### src/verilog/link_frame_pkg.sv
// Package: constants, enumerations and carriers of the link framer
`default_nettype none
package link_frame_pkg;

  localparam logic [7:0] FLAG_OCTET = 8'h7E;
  localparam int MAX_DEST = 16;
  localparam logic [2:0] STUFF_RUN = 3'h5;
  localparam logic [2:0] FLAG_RUN = 3'h6;
  localparam logic [3:0] OCT_BITS = 4'h8;
  localparam logic [2:0] OCT_LAST_BIT = 3'h7;
  localparam int FIFO_DEPTH = 8;

  typedef enum logic [1:0] {OP_UNACK, OP_CONN, OP_ACK, OP_DECOUP} op_type_t;
  typedef enum logic [1:0] {KIND_UNNUM, KIND_INFO, KIND_SUPER, KIND_NONE} frame_kind_t;

  typedef struct packed {
    logic [6:0] src;
    logic resp;
    frame_kind_t kind;
    logic [4:0] ndest;
  } tx_hdr_t;

  typedef struct packed {
    logic last;
    logic [7:0] data;
  } tx_word_t;

  typedef struct packed {
    logic [6:0] src;
    logic resp;
    frame_kind_t kind;
    logic ok;
  } rx_stat_t;

  function automatic logic kind_ok(op_type_t op, frame_kind_t k);
    kind_ok = (k == KIND_UNNUM) || (k == KIND_INFO && op == OP_CONN) ||
      (k == KIND_SUPER && (op == OP_CONN || op == OP_DECOUP));
  endfunction

  // Low control bits give the frame kind: x0 info, 01 supervisory, 11 unnumbered
  function automatic frame_kind_t kind_of(logic [7:0] ctl);
    kind_of = !ctl[0] ? KIND_INFO : (ctl[1] ? KIND_UNNUM : KIND_SUPER);
  endfunction

endpackage
`default_nettype wire

### src/verilog/tx_octet_fifo.sv
// Synchronous FIFO that buffers transmit words ahead of the framer
`timescale 1ns/1ps
`default_nettype none
module tx_octet_fifo #(
  parameter int WIDTH = 9,
  parameter int DEPTH = 8
) (
  input wire logic i_clk,
  input wire logic i_rst_n,
  input wire logic i_valid,
  input wire logic [WIDTH-1:0] i_data,
  output logic o_ready,
  output logic o_valid,
  output logic [WIDTH-1:0] o_data,
  input wire logic i_ready
);
  // DEPTH must be a power of two so the pointers wrap by themselves
  localparam int AW = $clog2(DEPTH);

  logic [WIDTH-1:0] mem [DEPTH];
  logic [AW-1:0] wp_r;
  logic [AW-1:0] rp_r;
  logic [AW:0] cnt_r;
  logic [AW:0] cnt_nxt;
  logic wr;
  logic rd;

  assign wr = i_valid && o_ready;
  assign rd = o_valid && i_ready;
  assign o_valid = (cnt_r != '0);
  assign o_data = mem[rp_r];
  assign cnt_nxt = cnt_r + (AW+1)'(wr) - (AW+1)'(rd);

  always_ff @(posedge i_clk) begin
    if (wr) begin
      mem[wp_r] <= i_data;
    end
  end

  always_ff @(posedge i_clk or negedge i_rst_n) begin
    if (!i_rst_n) begin
      wp_r <= '0;
      rp_r <= '0;
      cnt_r <= '0;
      o_ready <= 1'b1;
    end else begin
      wp_r <= wr ? wp_r + AW'(1) : wp_r;
      rp_r <= rd ? rp_r + AW'(1) : rp_r;
      cnt_r <= cnt_nxt;
      o_ready <= (cnt_nxt != (AW+1)'(DEPTH));
    end
  end

endmodule
`default_nettype wire

### src/verilog/link_frame_addressing.sv
// Link frame builder and parser with single-octet addressing and bit stuffing
`timescale 1ns/1ps
`default_nettype none

// Contract
// Fields: flag, address, control, information, check, flag; the code builds and parses no check field
// Frames open and close with flag 01111110
// Receiver synchronises frames on flag detection
// Unnumbered frames allowed in every operation type
// Information frames only in connection mode
// Supervisory frames not in unacknowledged connectionless
// Single-octet addressing always supported
// One address width per net, never mixed
// Each single-mode address is one octet
// Source octet: command/response LSB, 7-bit source
// Destination octet: extension LSB, 7-bit address
// Extension bit 0 chains another destination
// Extension bit 1 ends destination list
// Command/response bit 0 command, 1 response
// One to sixteen destination octets
// Receiver skips destination value zero
// Zero inserted after five ones, removed on receive
module link_frame_addressing
  import link_frame_pkg::*;
(
  input wire logic I_CLK_SYS,
  input wire logic I_RST_N,
  input wire op_type_t I_OP_TYPE,
  input wire logic I_ADDR_FOUR,
  input wire logic I_TX_START,
  input wire tx_hdr_t I_TX_HDR,
  output logic O_TX_BUSY,
  output logic O_TX_ERR,
  input wire logic I_TX_VALID,
  input wire tx_word_t I_TX_WORD,
  output logic O_TX_READY,
  output logic O_TX_BIT,
  output logic O_TX_BIT_VALID,
  input wire logic I_RX_BIT,
  input wire logic I_RX_BIT_VALID,
  output logic [6:0] O_RX_DEST,
  output logic O_RX_DEST_VALID,
  output logic [7:0] O_RX_DATA,
  output logic O_RX_DATA_VALID,
  output logic O_RX_END,
  output rx_stat_t O_RX_STAT,
  output logic O_RX_ERR
);

  typedef enum {TX_IDLE, TX_OPEN, TX_SRC, TX_DEST, TX_BODY, TX_CLOSE, TX_DROP} tx_st_t;
  typedef enum {RX_HUNT, RX_SRC, RX_DEST, RX_BODY} rx_st_t;

  // Transmit side
  tx_st_t tx_st_r;
  tx_st_t tx_st_nxt;
  tx_hdr_t hdr_r;
  logic [4:0] dcnt_r;
  logic [7:0] sh_r;
  logic [3:0] cnt_r;
  logic stuff_en_r;
  logic [2:0] ones_r;
  logic [2:0] ones_nxt;
  logic f_valid;
  tx_word_t f_word;
  logic f_pop;
  logic start_ok;
  logic ndest_ok;
  logic stuff_now;
  logic ser_free;
  logic ld;
  logic ld_stuff;
  logic [7:0] ld_oct;
  logic dest_ext;
  logic fetch_st;

  tx_octet_fifo #(
    .WIDTH($bits(tx_word_t)),
    .DEPTH(FIFO_DEPTH)
  ) u_fifo (
    .i_clk(I_CLK_SYS),
    .i_rst_n(I_RST_N),
    .i_valid(I_TX_VALID),
    .i_data(I_TX_WORD),
    .o_ready(O_TX_READY),
    .o_valid(f_valid),
    .o_data(f_word),
    .i_ready(f_pop)
  );

  // Only the single-octet width is built; a net set for four octets is refused
  assign ndest_ok = (I_TX_HDR.ndest != 5'h0) && (I_TX_HDR.ndest <= 5'(MAX_DEST));
  assign start_ok = kind_ok(I_OP_TYPE, I_TX_HDR.kind) && !I_ADDR_FOUR && ndest_ok;
  assign stuff_now = stuff_en_r && (ones_r == STUFF_RUN);
  assign ser_free = (cnt_r == 4'h0) && !stuff_now;
  assign fetch_st = (tx_st_r == TX_DEST) || (tx_st_r == TX_BODY);
  assign ld = ser_free && (tx_st_r == TX_OPEN || tx_st_r == TX_SRC ||
    tx_st_r == TX_CLOSE || (fetch_st && f_valid));
  assign f_pop = (ld && fetch_st) || (tx_st_r == TX_DROP && f_valid);
  assign dest_ext = (dcnt_r == 5'h1);
  // Each address is one octet, low bit carries the command/response or extension bit
  assign ld_oct = (tx_st_r == TX_SRC) ? {hdr_r.src, hdr_r.resp} :
    (tx_st_r == TX_DEST) ? {f_word.data[6:0], dest_ext} :
    (tx_st_r == TX_BODY) ? f_word.data : FLAG_OCTET;
  assign ld_stuff = (tx_st_r != TX_OPEN) && (tx_st_r != TX_CLOSE);
  assign ones_nxt = stuff_now ? 3'h0 :
    (cnt_r != 4'h0) ? (sh_r[0] ? ones_r + 3'h1 : 3'h0) : ones_r;

  always_comb begin
    tx_st_nxt = tx_st_r;
    unique case (tx_st_r)
      TX_IDLE: if (I_TX_START) tx_st_nxt = start_ok ? TX_OPEN : TX_DROP;
      TX_OPEN: if (ld) tx_st_nxt = TX_SRC;
      TX_SRC: if (ld) tx_st_nxt = TX_DEST;
      TX_DEST: if (ld && dest_ext) tx_st_nxt = TX_BODY;
      TX_BODY: if (ld && f_word.last) tx_st_nxt = TX_CLOSE;
      TX_CLOSE: if (ld) tx_st_nxt = TX_IDLE;
      TX_DROP: if (f_pop && f_word.last) tx_st_nxt = TX_IDLE;
    endcase
  end

  always_ff @(posedge I_CLK_SYS or negedge I_RST_N) begin
    if (!I_RST_N) begin
      tx_st_r <= TX_IDLE;
      hdr_r <= '0;
      dcnt_r <= 5'h0;
      O_TX_BUSY <= 1'b0;
      O_TX_ERR <= 1'b0;
    end else begin
      tx_st_r <= tx_st_nxt;
      hdr_r <= (tx_st_r == TX_IDLE && I_TX_START) ? I_TX_HDR : hdr_r;
      dcnt_r <= (tx_st_r == TX_IDLE) ? I_TX_HDR.ndest :
        (ld && tx_st_r == TX_DEST) ? dcnt_r - 5'h1 : dcnt_r;
      O_TX_BUSY <= (tx_st_nxt != TX_IDLE);
      O_TX_ERR <= (tx_st_r == TX_IDLE) && I_TX_START && !start_ok;
    end
  end

  // Serialiser, least significant bit first; the stuffed zero costs one cycle
  always_ff @(posedge I_CLK_SYS or negedge I_RST_N) begin
    if (!I_RST_N) begin
      sh_r <= 8'h00;
      cnt_r <= 4'h0;
      stuff_en_r <= 1'b0;
      ones_r <= 3'h0;
      O_TX_BIT <= 1'b0;
      O_TX_BIT_VALID <= 1'b0;
    end else begin
      if (ld) begin
        sh_r <= ld_oct;
        cnt_r <= OCT_BITS;
        stuff_en_r <= ld_stuff;
      end else if (!stuff_now && cnt_r != 4'h0) begin
        sh_r <= {1'b0, sh_r[7:1]};
        cnt_r <= cnt_r - 4'h1;
      end
      ones_r <= ones_nxt;
      O_TX_BIT <= !stuff_now && sh_r[0];
      O_TX_BIT_VALID <= stuff_now || (cnt_r != 4'h0);
    end
  end

  // Receive side; pin inputs pass two flip-flops first
  rx_st_t rx_st_r;
  logic bit_s1_r;
  logic bit_s2_r;
  logic val_s1_r;
  logic val_s2_r;
  logic val_s3_r;
  logic [7:0] win_r;
  logic [2:0] rones_r;
  logic [7:0] rb_r;
  logic [2:0] rbc_r;
  logic [3:0] rdc_r;
  logic first_r;
  logic edge_in;
  logic flag_hit;
  logic abort_hit;
  logic destuff;
  logic data_bit;
  logic oct_done;
  logic [7:0] oct;
  logic dest_full;
  logic frame_ok;

  assign edge_in = val_s2_r && !val_s3_r;
  assign flag_hit = edge_in && ({bit_s2_r, win_r[7:1]} == FLAG_OCTET);
  assign abort_hit = edge_in && bit_s2_r && (rones_r == FLAG_RUN);
  assign destuff = edge_in && !bit_s2_r && (rones_r == STUFF_RUN);
  assign data_bit = edge_in && !destuff && !flag_hit;
  assign oct_done = data_bit && (rbc_r == OCT_LAST_BIT);
  assign oct = {bit_s2_r, rb_r[7:1]};
  assign dest_full = !oct[0] && (rdc_r == 4'(MAX_DEST - 1));
  // Closing flag must sit on an octet boundary after at least a control octet
  assign frame_ok = (rbc_r == OCT_LAST_BIT) && !first_r &&
    kind_ok(I_OP_TYPE, O_RX_STAT.kind);

  always_ff @(posedge I_CLK_SYS or negedge I_RST_N) begin
    if (!I_RST_N) begin
      bit_s1_r <= 1'b0;
      bit_s2_r <= 1'b0;
      val_s1_r <= 1'b0;
      val_s2_r <= 1'b0;
      val_s3_r <= 1'b0;
      win_r <= 8'h00;
      rones_r <= 3'h0;
      rb_r <= 8'h00;
      rbc_r <= 3'h0;
    end else begin
      bit_s1_r <= I_RX_BIT;
      bit_s2_r <= bit_s1_r;
      val_s1_r <= I_RX_BIT_VALID;
      val_s2_r <= val_s1_r;
      val_s3_r <= val_s2_r;
      if (edge_in) begin
        win_r <= {bit_s2_r, win_r[7:1]};
        rones_r <= !bit_s2_r ? 3'h0 : (rones_r == FLAG_RUN) ? FLAG_RUN : rones_r + 3'h1;
      end
      if (flag_hit) begin
        rbc_r <= 3'h0;
      end else if (data_bit) begin
        rb_r <= oct;
        rbc_r <= rbc_r + 3'h1;
      end
    end
  end

  always_ff @(posedge I_CLK_SYS or negedge I_RST_N) begin
    if (!I_RST_N) begin
      rx_st_r <= RX_HUNT;
      rdc_r <= 4'h0;
      first_r <= 1'b0;
      O_RX_DEST <= 7'h00;
      O_RX_DEST_VALID <= 1'b0;
      O_RX_DATA <= 8'h00;
      O_RX_DATA_VALID <= 1'b0;
      O_RX_END <= 1'b0;
      O_RX_STAT <= '0;
      O_RX_ERR <= 1'b0;
    end else begin
      O_RX_DEST_VALID <= 1'b0;
      O_RX_DATA_VALID <= 1'b0;
      O_RX_END <= 1'b0;
      O_RX_ERR <= 1'b0;
      if (abort_hit || I_ADDR_FOUR) begin
        rx_st_r <= RX_HUNT;
      end else if (flag_hit) begin
        rx_st_r <= RX_SRC;
        O_RX_END <= (rx_st_r == RX_BODY);
        O_RX_STAT.ok <= (rx_st_r == RX_BODY) && frame_ok;
        O_RX_ERR <= (rx_st_r == RX_DEST) || (rx_st_r == RX_BODY && !frame_ok);
      end else if (oct_done) begin
        unique case (rx_st_r)
          RX_HUNT: rx_st_r <= RX_HUNT;
          RX_SRC: begin
            O_RX_STAT <= '{src: oct[7:1], resp: oct[0], kind: KIND_NONE, ok: 1'b0};
            rdc_r <= 4'h0;
            rx_st_r <= RX_DEST;
          end
          RX_DEST: begin
            O_RX_DEST <= oct[7:1];
            O_RX_DEST_VALID <= (oct[7:1] != 7'h00);
            rdc_r <= rdc_r + 4'h1;
            first_r <= 1'b1;
            if (oct[0]) begin
              rx_st_r <= RX_BODY;
            end else if (dest_full) begin
              rx_st_r <= RX_HUNT;
              O_RX_ERR <= 1'b1;
            end
          end
          RX_BODY: begin
            O_RX_DATA <= oct;
            O_RX_DATA_VALID <= 1'b1;
            first_r <= 1'b0;
            O_RX_STAT.kind <= first_r ? kind_of(oct) : O_RX_STAT.kind;
          end
        endcase
      end
    end
  end
endmodule
`default_nettype wire

### config.mk
export PLATFORM = sky130hd
export DESIGN_NAME = link_frame_addressing
export DESIGN_NICKNAME = d
export VERILOG_FILES = /design/src/verilog/link_frame_pkg.sv /design/src/verilog/tx_octet_fifo.sv /design/src/verilog/link_frame_addressing.sv
export SDC_FILE = /design/constraint.sdc
export NUM_CORES = 1
export LEC_CHECK = 0
export ABC_AREA = 1
export BUFFER_PORTS_ARGS = -buffer_cell sky130_fd_sc_hd__buf_2
export CORE_MARGIN = 8
export CORE_UTILIZATION = 40
export CTS_CLUSTER_DIAMETER = 80
export DETAILED_ROUTE_END_ITERATION = 12
export GPL_TIMING_DRIVEN = 0
export HOLD_SLACK_MARGIN = 0.12
export PLACE_DENSITY = 0.54
export SETUP_SLACK_MARGIN = 0.3
export SLEW_MARGIN = 15
export SYNTH_ARGS = -nofsm -noshare
export SYNTH_HDL_FRONTEND = slang
export SYNTH_SLANG_ARGS = --single-unit
### constraint.sdc
create_clock -name I_CLK_SYS -period 4 [get_ports I_CLK_SYS]
set_clock_uncertainty 0.15 [all_clocks]
set_input_delay 1.2 -clock I_CLK_SYS [delete_from_list [all_inputs] [get_ports I_CLK_SYS]]
set_output_delay 1.2 -clock I_CLK_SYS [all_outputs]
set_load 0.05 [all_outputs]
# == Yosys cells after proc, flatten, opt, wreduce, memory -nomap -nowiden ==
# Memories as Yosys holds them, arrays and structs flattened.
# Cells that the tools add are included.
# classes
add_sub_neg,10
multipliers,0
div,0
order_cmp,1
eq_ne,35
shifts,0
n_mux,58
n_bitwise,2
n_reduce_logical,92
# op_table
cell,count
$mux 32,12
$eq 32x3->1 const B,7
$pmux 32 s7,1
$eq 32x2->1 const B,5
$eq 32x4->1 const B,3
$logic_not 32->1,3
$pmux 32 s3,1
$eq 32x1->1 const B,2
$mux 8,5
$logic_and 1x1->1,38
$ne 32x2->1 const B,1
$ne 32x4->1 const B,1
$reduce_bool 32->1,1
$mux 3,8
$mux 1,21
$reduce_and 4->1,5
$reduce_bool 2->1,9
$add 3x1->3 const B,5
$logic_or 1x1->1,13
$eq 3x3->1 const B,4
$logic_not 1->1,10
$mux 5,2
$reduce_bool 5->1,2
$eq 8x7->1 const B,1
27 further kinds,38
# word_totals
reg_bits,170
latchBits,0
ramBits,72
romBits,0
in_bits,33
wordCells,237
mem_count,1
# mem_list
name,depth,word_bits,rd,rd_ports_with_merged_regs,wr,line,source
u_fifo.mem,8,9,1,0,1,tx_octet_fifo.sv:20,logic [WIDTH-1:0] mem [DEPTH];

# == Depth between registers and ports, before layout ==
# Gate-level depths: netlist (run 1).
# depth
word_depth,11
ltp_mapped,19
mapped_depth_nobuf,18

# == Hierarchy ==
# Synthesis (run 1) repeated with hierarchy kept, for this count alone.
# unflattened
cells_unflattened,1052
hier_area_um2,9635.5
# modules_own_cells
module,instances,cells_per_inst,area_per_inst_um2,seq_area_each_um2
link_frame_addressing,1,669,5845.6,3178.0
tx_octet_fifo,1,383,3789.9,2438.6

# == Least setup slack after synthesis (run 1) ==
# Ideal clock, no wire load.
# synth_path
kind,register to register
from,register tx_st_r[0]
to,register u_fifo.o_ready
setup_time_ps,83
arrival_ps,2545
required_time_ps,3767
slack_ps,1223
stages_incl_launch_ff,18
path_buffers,1
cell_sequence,dfrtp_1 buf_6 nor2_1 nand2_1 nor2_1 nand2_2 a21oi_4 nand2_2 nand2_4 nand3_2 nand2_4 ha_1 inv_1 ha_1 fa_1 xor2_1 nor3_1 nand2_1
# synth_between
elab_chain_len,10
elab_cells_between_ends,18
cone_classes,1 x add/sub; 7 x eq/ne; 10 x reduce/logical
# synth_lines
element,line,source
"start, declared",link_frame_addressing.sv:54,tx_st_t tx_st_r;
"start signal, assigned",link_frame_addressing.sv:129,tx_st_r <= tx_st_nxt;
"$eq 32x2->1, or another cell as far along",link_frame_addressing.sv:96,assign ld = ser_free && (tx_st_r == TX_OPEN || tx_st_r == TX_SRC ||
"$logic_or 1x1->1, on equally long branches","link_frame_addressing.sv:96, link_frame_addressing.sv:95",
$logic_or 1x1->1 or $logic_and 1x1->1 (tied branches),"link_frame_addressing.sv:96, link_frame_addressing.sv:97",
$logic_or 1x1->1,link_frame_addressing.sv:97,tx_st_r == TX_CLOSE || (fetch_st && f_valid));
$logic_and 1x1->1,link_frame_addressing.sv:96,
$logic_and 1x1->1,link_frame_addressing.sv:98,assign f_pop = (ld && fetch_st) || (tx_st_r == TX_DROP && f_valid);
$logic_or 1x1->1 (*),link_frame_addressing.sv:98,
$logic_and 1x1->1 (*),tx_octet_fifo.sv:29,assign rd = o_valid && i_ready;
via u_fifo.rd,tx_octet_fifo.sv:26,logic rd;
$sub 4x1->4 (*),tx_octet_fifo.sv:32,assign cnt_nxt = cnt_r + (AW+1)'(wr) - (AW+1)'(rd);
via u_fifo.cnt_nxt[2],tx_octet_fifo.sv:24,logic [AW:0] cnt_nxt;
$ne 4x4->1 (*),tx_octet_fifo.sv:50,o_ready <= (cnt_nxt != (AW+1)'(DEPTH));
"end signal, assigned",tx_octet_fifo.sv:50,
"end, declared",tx_octet_fifo.sv:12,"output logic o_ready,"
# Mark *: on every way through the listed nets, which the timed path passes. The rest lies on a longest branch.
# A chain may end at the register's enable or synchronous reset.

# == Final worst setup path (run 1) ==
# layout_path
from,register tx_st_r[20]
to,register u_fifo.o_ready
# Same word-level chain as after synthesis.

==> reports/metrics.csv, run 1 <==
stage,metric,value,unit
min_path,min_path_cells,0,
clocking,clock_latency,0.52,ns
clocking,clock_path_buffers,3,
yosys,synth_edf_count,72,
yosys,async_flop_share,0.6571,
grt,grt_use_met2,0.2343,
clocking,path_clk_slew,0.06,ns
timing,finalHoldViolCount,0,
finish,layout.nets,1060,
timing,setup_viol,0,
worst_setup_path,r2r_end,u_fifo.o_ready,
grt,gr-usage-met3,0.02736,
grt,grt_pass1_wl,34.00,mm
power_and_ir_drop,power_leakage,0.004770,uW
power_and_ir_drop,peakVddDrop,0.0003025,V
finish,fill_cells,2116,
worst_setup_path,critPathRequiredTime,4.27,ns
yosys,syn_area_per_cell,10.13,um^2
floorplan,rows,55,
yosys,netlist_area,9223,um^2
power_and_ir_drop,powerDensity,647.2,nW/um^2
worst_setup_path,slowest_stage,fa_1,
worst_setup_path,path_cells,nor2_1 -> nand3_1 -> nor2_1 -> nand2_1 -> buf_6 -> nor2_2 -> nor2_2 -> nand2_4 -> nand3_2 -> nand2_4 -> ha_1 -> inv_1 -> ha_1 -> fa_1 -> nor3_1 -> nand2_1,
worst_setup_path,crit_family,simple AND/OR/NAND/NOR gates,
clocking,cts_tree,built,
timing,tightest_slew,1.148,ns
drt,wirelength,20.17,mm
clocking,post_cts_resized,0,
timing,fin_ws,0.8709,ns
grt,grt_overflow,0,
placed_design,dpl.hpwl,13.77,mm
worst_setup_path,critPathCaptureType,flop,
floorplan,die_h,167.8,um
drt,wl_per_cell,15.44,um
finish,area_delta_synth_final,16.02,%
yosys,syn_inst,910,
placed_design,numPortBuffers,67,
placed_design,place.gp.congestion,0.7693,
grt,grtUsageTotal,0.1459,
drt,dr_total_vias,6444,
placed_design,dp_slack,0.5977,ns
clocking,root_buffer,clkbuf_16,
timing,maxSlewHeadroom,0.2320,
floorplan,fp.coreArea,22640,um^2
timing,fmax,319.6,MHz
timing,slew_violations,0,
floorplan,dieArea,28170,um^2
timing,min_period,3.129,ns
yosys,ys.flop_type,dfrtp_1,
worst_setup_path,crit_fanout,10,
worst_setup_path,crit_path_max_incr_delay,0.46,ns
worst_setup_path,rrSetupSlack,0.87,ns
worst_setup_path,critPathKind,reg -> reg,
drt,remaining_drc_errors,0,
yosys,ys_seq_area_frac,0.6090,
worst_setup_path,crit_buf_inv,2,
timing,fin_hold_ws,0.2044,ns
grt,grt_start_max_net_pins,78,
finish,drive_gt1_frac,0.1596,
yosys,synth.distinct_cells,52,
worst_setup_path,cp.arrival,3.40,ns
grt,grt-busiest-layer,met2,
clocking,cts_buffers,24,
min_path,min_to,bit_s2_r,
finish,insertedDiodeCount,0,
grt,met1_usage,0.2003,
drt,ant_nets,0,
min_path,hp-class,reg -> reg,
worst_setup_path,rr_worst_depth,16,
outcome,status,completed,
grt,antenna_found_initial,0,
clocking,htreeDepth,1,
clocking,cts_sinks,210,
job,drv_cap,0,
drt,vias_per_cell,4.934,
yosys,syn_nets,966,
floorplan,ios,68,
yosys,yosys_warnings,0,
clocking,hold_buffers,0,
drt,dr.first_iter.drc_count,373,
drt,first_pass_iters,4,
worst_setup_path,r2r_start,tx_st_r[20],
timing,fin_crit_sh,0.7823,
grt,grt_pass1_vias,6678,
worst_setup_path,start_kind,flop,
floorplan,die_w,167.8,um
clocking,post-cts-setup-buffers,0,
min_path,hp-start,bit_s1_r,
floorplan,initial_utilization,0.4074,
timing,rsz0062_at_grt,false,
yosys,synth_seq_cells,210,
[cells in the mapped netlist, drive strengths merged (2+ instances only)]
cell type | number | area share
and3 | 2 | 0.0014
mux2i | 6 | 0.0065
o22ai | 18 | 0.012
a41oi | 3 | 0.0028
or3 | 5 | 0.0034
a21oi | 28 | 0.017
xor2 | 8 | 0.0076
edfxtp | 72 | 0.23
o31ai | 2 | 0.0016
or2 | 2 | 0.0014
mux2 | 8 | 0.0098
buf | 12 | 0.0080
nand2 | 141 | 0.061
xnor2 | 3 | 0.0028
a22o | 7 | 0.0066
o211ai | 5 | 0.0041
nor4 | 11 | 0.0075
o21ai | 84 | 0.046
nand4 | 6 | 0.0041
ha | 22 | 0.030
inv | 105 | 0.043
dfrtp | 137 | 0.37
nor2 | 143 | 0.062
a31oi | 17 | 0.013
nor3 | 10 | 0.0054
a211oi | 2 | 0.0016
nand3 | 28 | 0.017
clkbuf | 12 | 0.0049
clkinv | 2 | 0.00081
[metal layers]
metal	share of wire	vias to the layer above
met5	0	-
met4	0.020	0
met3	0.049	29
met2	0.45	127
met1	0.48	3032
li1	-	3256
[worst max path at each step]
| stage | start | to | slack (ns) | cells after the start |
|---|---|---|---|---|
| floorplan | tx_st_r[0] | u_fifo.o_ready | 1.22 | 17 |
| global placement | I_RST_N | O_RX_DATA[3] | -0.51 | 1 |
| detailed placement | I_TX_START | O_TX_BUSY | 0.60 | 8 |
| CTS | tx_st_r[20] | u_fifo.o_ready | 0.84 | 17 |
| global route | tx_st_r[14] | u_fifo.o_ready | 0.65 | 15 |
| finish | tx_st_r[20] | u_fifo.o_ready | 0.87 | 16 |
[stage by stage]
stage | utilization | TNS (ns) | cell area, um^2 | instances | total power [uW]
detailed placement | 0.4396 | 0 | 9952 | 1263 | 4929
floorplan | - | 0 | 9223 | 910 | 4339
finish | 0.4726 | 0 | 10700 | 1306 | 6925
CTS | 0.4725 | 0 | 10700 | 1306 | 7026
global placement | 0.4379 | -66.32 | 9915 | 1262 | 4907
global route | 0.4726 | 0 | 10700 | 1306 | 7421
[layout by cell type (no fill, tap or decap), types with 2 or more instances in the layout]
cell	synthesis	layout
dfrtp_1	137	137
nand2_1	132	132
nor2_1	132	131
inv_1	99	99
o21ai_0	79	79
buf_2	8	74
edfxtp_1	72	72
a21oi_1	26	26
nand3_1	24	24
clkbuf_16	0	24
ha_1	22	22
o22ai_1	18	18
clkbuf_1	12	17
a31oi_1	16	16
nor2_2	10	11
nor4_1	11	11
nor3_1	10	10
xor2_1	8	8
mux2_2	8	8
clkinv_2	0	8
a22o_1	7	7
inv_2	6	6
nand2_2	6	6
nand4_1	6	6
mux2i_1	6	6
o211ai_1	5	5
or3_1	5	5
nand3_2	4	4
o21ai_1	4	4
nand2_4	3	3
clkinv_1	2	3
xnor2_1	3	3
a41oi_1	3	3
buf_6	2	2
or2_2	2	2
a211oi_1	2	2
and3_1	2	2
o31ai_1	2	2
clkbuf_8	0	2
[registers in the layout (all words and copies together), names as in the netlist, 5 cells and up]
name	count
O_RX_DATA	8
O_RX_DEST	7
O_RX_STAT	11
dcnt_r	5
hdr_r	8
rb_r	7
sh_r	8
tx_st_r	32
u_fifo.mem	72
win_r	7
[final cells by class]
type / count / area, um^2 / area share
multi-input cells: 569 / 3088 / 0.2886
plain buffers: 24 / 118.9 / 0.01111
inverters: 107 / 401.6 / 0.03753
clock buffers: 31 / 646.9 / 0.06045
repair buffers: 68 / 372.9 / 0.03485
clock inverters: 12 / 98.84 / 0.009238
flip-flops and latches: 210 / 5617 / 0.5249
well taps: 285 / 356.6 / 0.03333
[cell families after synthesis]
logic type	after synthesis	share of synthesized area
adder cells (fa/ha/maj)	23	0.03202
multiplexers	14	0.01628
flip-flops	210	0.6090
AND/OR/NAND/NOR	348	0.1636
AO/OA/AOI/OAI	173	0.1122
buffers and inverters	131	0.05644
XOR/XNOR	11	0.01045
[where the power goes]
group          switching (uW)  leakage [uW]  total (uW)  internal, uW
clock                     849      0.000374        2060          1210
combinational            1350       0.00195        2080           731
sequential                193       0.00245        2790          2600
total                    2390       0.00477        6930          4530
(Power assumes the default switching activity.)
==> run 2: changes to the inputs <==
clock period = 3.2 ns   (was 4 ns; I/O delays follow)
==> run 2 against run 1 <==
  * Via count grew 1.6%
  * Global-route usage up 0.22 points
  * Count of clock-buffer cells in the layout is the same
  * Combinational power rose by 38%
  * Wire length rose by 2.3%
  * First-iteration DRC count fell by 4.3%
  * Register-to-register slack got worse by 0.53 ns
  * Flip-flop and latch count stayed put
  * Die area unchanged
  * Utilization increased by 1.2 points
  * Critical path depth unchanged
  * Critical path type unchanged
==> reports/metrics.csv, run 2 (synthesis gave the netlist of run 1 again) <==
stage,metric,value,unit,change
worst_setup_path,crit_family,simple AND/OR/NAND/NOR gates,,unchanged
clocking,cts_buffers,24,,unchanged
floorplan,dieArea,28170,um^2,unchanged
min_path,hp-class,reg -> reg,,unchanged
grt,grt_pass1_wl,34.53,mm,was 34.00 mm
grt,grt_start_max_net_pins,78,,unchanged
worst_setup_path,start_kind,flop,,unchanged
timing,fin_crit_sh,0.8920,,was 0.7823
clocking,root_buffer,clkbuf_16,,unchanged
timing,rsz0062_at_grt,true,,was false
worst_setup_path,startpoint,tx_st_r[16],,was tx_st_r[20]
power_and_ir_drop,power_leakage,0.004880,uW,was 0.004770 uW
worst_setup_path,critPathCaptureType,flop,,unchanged
drt,ant_nets,0,,unchanged
floorplan,fp.coreArea,22640,um^2,unchanged
min_path,min_to,bit_s2_r,,unchanged
placed_design,numPortBuffers,67,,unchanged
min_path,min_path_cells,0,,unchanged
worst_setup_path,r2r_start,tx_st_r[16],,was tx_st_r[20]
worst_setup_path,critPathRequiredTime,3.47,ns,was 4.27 ns
finish,layout.nets,1079,,"was 1,060"
timing,tightest_slew,1.111,ns,was 1.148 ns
timing,maxSlewHeadroom,0.2568,,was 0.2320
clocking,htreeDepth,1,,unchanged
drt,dr_total_vias,6547,,"was 6,444"
finish,insertedDiodeCount,0,,unchanged
finish,final_common_cell,dfrtp_1,,unchanged
finish,largest_register_ffs,72,,unchanged
drt,wirelength,20.62,mm,was 20.17 mm
worst_setup_path,rr_worst_depth,16,,unchanged
floorplan,ios,68,,unchanged
finish,utilization,0.4850,,was 0.4726
worst_setup_path,r2r_end,u_fifo.o_ready,,unchanged
worst_setup_path,path_cells,nor2_1 -> nand3_1 -> nor2_2 -> nand2_4 -> buf_8 -> nor2_4 -> and3_4 -> nand2_1 -> nand2_4 -> ha_4 -> inv_2 -> ha_4 -> fa_2 -> xor2_1 -> nor3_2 -> nand2_1,,was nor2_1 -> nand3_1 -> nor2_1 -> nand2_1 -> buf_6 -> nor2_2 -> nor2_2 -> nand2_4 -> nand3_2 -> nand2_4 -> ha_1 -> inv_1 -> ha_1 -> fa_1 -> nor3_1 -> nand2_1
worst_setup_path,crit_fanout,4,,was 10
floorplan,die_w,167.8,um,unchanged
drt,wl_per_cell,15.56,um,was 15.44 um
timing,finalHoldViolCount,0,,unchanged
timing,min_period,2.854,ns,was 3.129 ns
floorplan,initial_utilization,0.4074,,unchanged
finish,drive_gt1_frac,0.1942,,was 0.1596
finish,instances_no_fill,1325,,"was 1,306"
min_path,hp-start,bit_s1_r,,unchanged
timing,fmax,350.3,MHz,was 319.6 MHz
clocking,cts_sinks,210,,unchanged
floorplan,rows,55,,unchanged
finish,fin_area,10980,um^2,"was 10,700 um^2"
finish,final_cell_mix,"136 x dfrtp_1, 127 x nand2_1, 123 x nor2_1",,"was 137 x dfrtp_1, 132 x nand2_1, 131 x nor2_1"
worst_setup_path,crit_path_max_incr_delay,0.38,ns,was 0.46 ns
drt,dr.first_iter.drc_count,357,,was 373
grt,antenna_found_initial,0,,unchanged
placed_design,dpl.hpwl,13.77,mm,unchanged
placed_design,dp_slack,0.03767,ns,was 0.5977 ns
drt,first_pass_iters,4,,unchanged
clocking,path_clk_slew,0.06,ns,about the same
finish,area_delta_synth_final,19.06,%,was 16.02%
power_and_ir_drop,powerDensity,812.5,nW/um^2,was 647.2 nW/um^2
finish,largestRegisters,"u_fifo.mem x72, tx_st_r x32, O_RX_STAT x11",,unchanged
placed_design,place_area,9952,um^2,unchanged
finish,regMostFlops,u_fifo.mem,,unchanged
timing,setup_viol,0,,unchanged
power_and_ir_drop,peakVddDrop,0.0004037,V,was 0.0003025 V
clocking,cts_tree,built,,unchanged
worst_setup_path,cp.arrival,3.12,ns,was 3.40 ns
timing,fin_ws,0.3457,ns,was 0.8709 ns
worst_setup_path,critPathKind,reg -> reg,,unchanged
timing,slew_violations,0,,unchanged
grt,grtUsageTotal,0.1481,,was 0.1459
placed_design,dp_cells,1263,,unchanged
drt,remaining_drc_errors,0,,unchanged
clocking,clock_latency,0.52,ns,about the same
outcome,status,completed,,unchanged
drt,vias_per_cell,4.941,,was 4.934
job,drv_cap,0,,unchanged
worst_setup_path,slowest_stage,dfrtp_1,,was fa_1
clocking,clock_path_buffers,3,,unchanged
placed_design,place.gp.congestion,0.7693,,unchanged
worst_setup_path,rrSetupSlack,0.35,ns,was 0.87 ns
grt,grt_overflow,0,,unchanged
floorplan,die_h,167.8,um,unchanged
grt,grt_pass1_vias,6817,,"was 6,678"
worst_setup_path,crit_buf_inv,2,,unchanged
clocking,hold_buffers,0,,unchanged
-- run 2: changes by cell type in the layout (fill, tap and decap cells not counted), sizes merged --
cell,previous run,this run
buf,80,99
-- run 2: worst register-to-register path, stage by stage (launching register included) --
cell and delay (ns):
dfrtp_1 0.38, nor2_1 0.12, nand3_1 0.09, nor2_2 0.16, nand2_4 0.10, buf_8 0.15
nor2_4 0.09, and3_4 0.19, nand2_1 0.08, nand2_4 0.10, ha_4 0.13, inv_2 0.04
ha_4 0.15, fa_2 0.38, xor2_1 0.19, nor3_2 0.15, nand2_1 0.12
-- run 2: final cells by class --
| class | instances | area (um^2) |
|---|---|---|
| fill | 2080 | 11660 |
| sequential | 210 | 5618 |
| multi-input combinational | 569 | 3208 |
| clock buffer | 31 | 646.9 |
| timing repair buffer | 87 | 528.0 |
| inverter | 107 | 401.6 |
| tap | 285 | 356.6 |
| buffer | 24 | 122.6 |
| clock inverter | 12 | 98.84 |
-- run 2: worst max path at each step --
stage | to | slack [ns] | cells after the start
6_report | u_fifo.o_ready | 0.35 | 16
4_1_cts | u_fifo.o_ready | 0.30 | 16
5_1_grt | u_fifo.o_ready | 0.22 | 16
3_3_place_gp | O_RX_DATA[3] | -1.07 | 1
2_1_floorplan | u_fifo.o_ready | 0.42 | 17
3_5_place_dp | O_TX_BUSY | 0.04 | 8
-- run 2: power by group --
group / internal (uW) / switching [uW] / leakage (uW)
Clock: 1510 / 1060 / 0.000374
Sequential: 3250 / 245 / 0.00245
Combinational: 1070 / 1790 / 0.00206
-- run 2: per-layer routing --
layer,share of wire,vias to the layer above,track usage
met1,0.47,3101,0.2015
li1,-,3295,-
met3,0.046,33,0.02736
met4,0.022,0,0.03960
met2,0.46,118,0.2398
met5,0,-,0
-- run 2: through the flow --
stage / hold slack [ns] / setup TNS [ns] / total power, uW
after floorplan: 0.1812 / 0 / 5424
after global placement: 0.1893 / -143.29 / 6133
after detailed placement: 0.1957 / 0 / 6162
after CTS: 0.2084 / 0 / 8892
after global routing: 0.2151 / 0 / 9533
final: 0.2043 / 0 / 8922
-- run 2: what timing repair did --
action / CTS / global route
pin swaps: 13 / 16
endpoints found under the setup margin: 2 / 10
setup buffers: 14 / 5
resized for setup: 13 / 18
hold endpoints to repair: 0 / 0
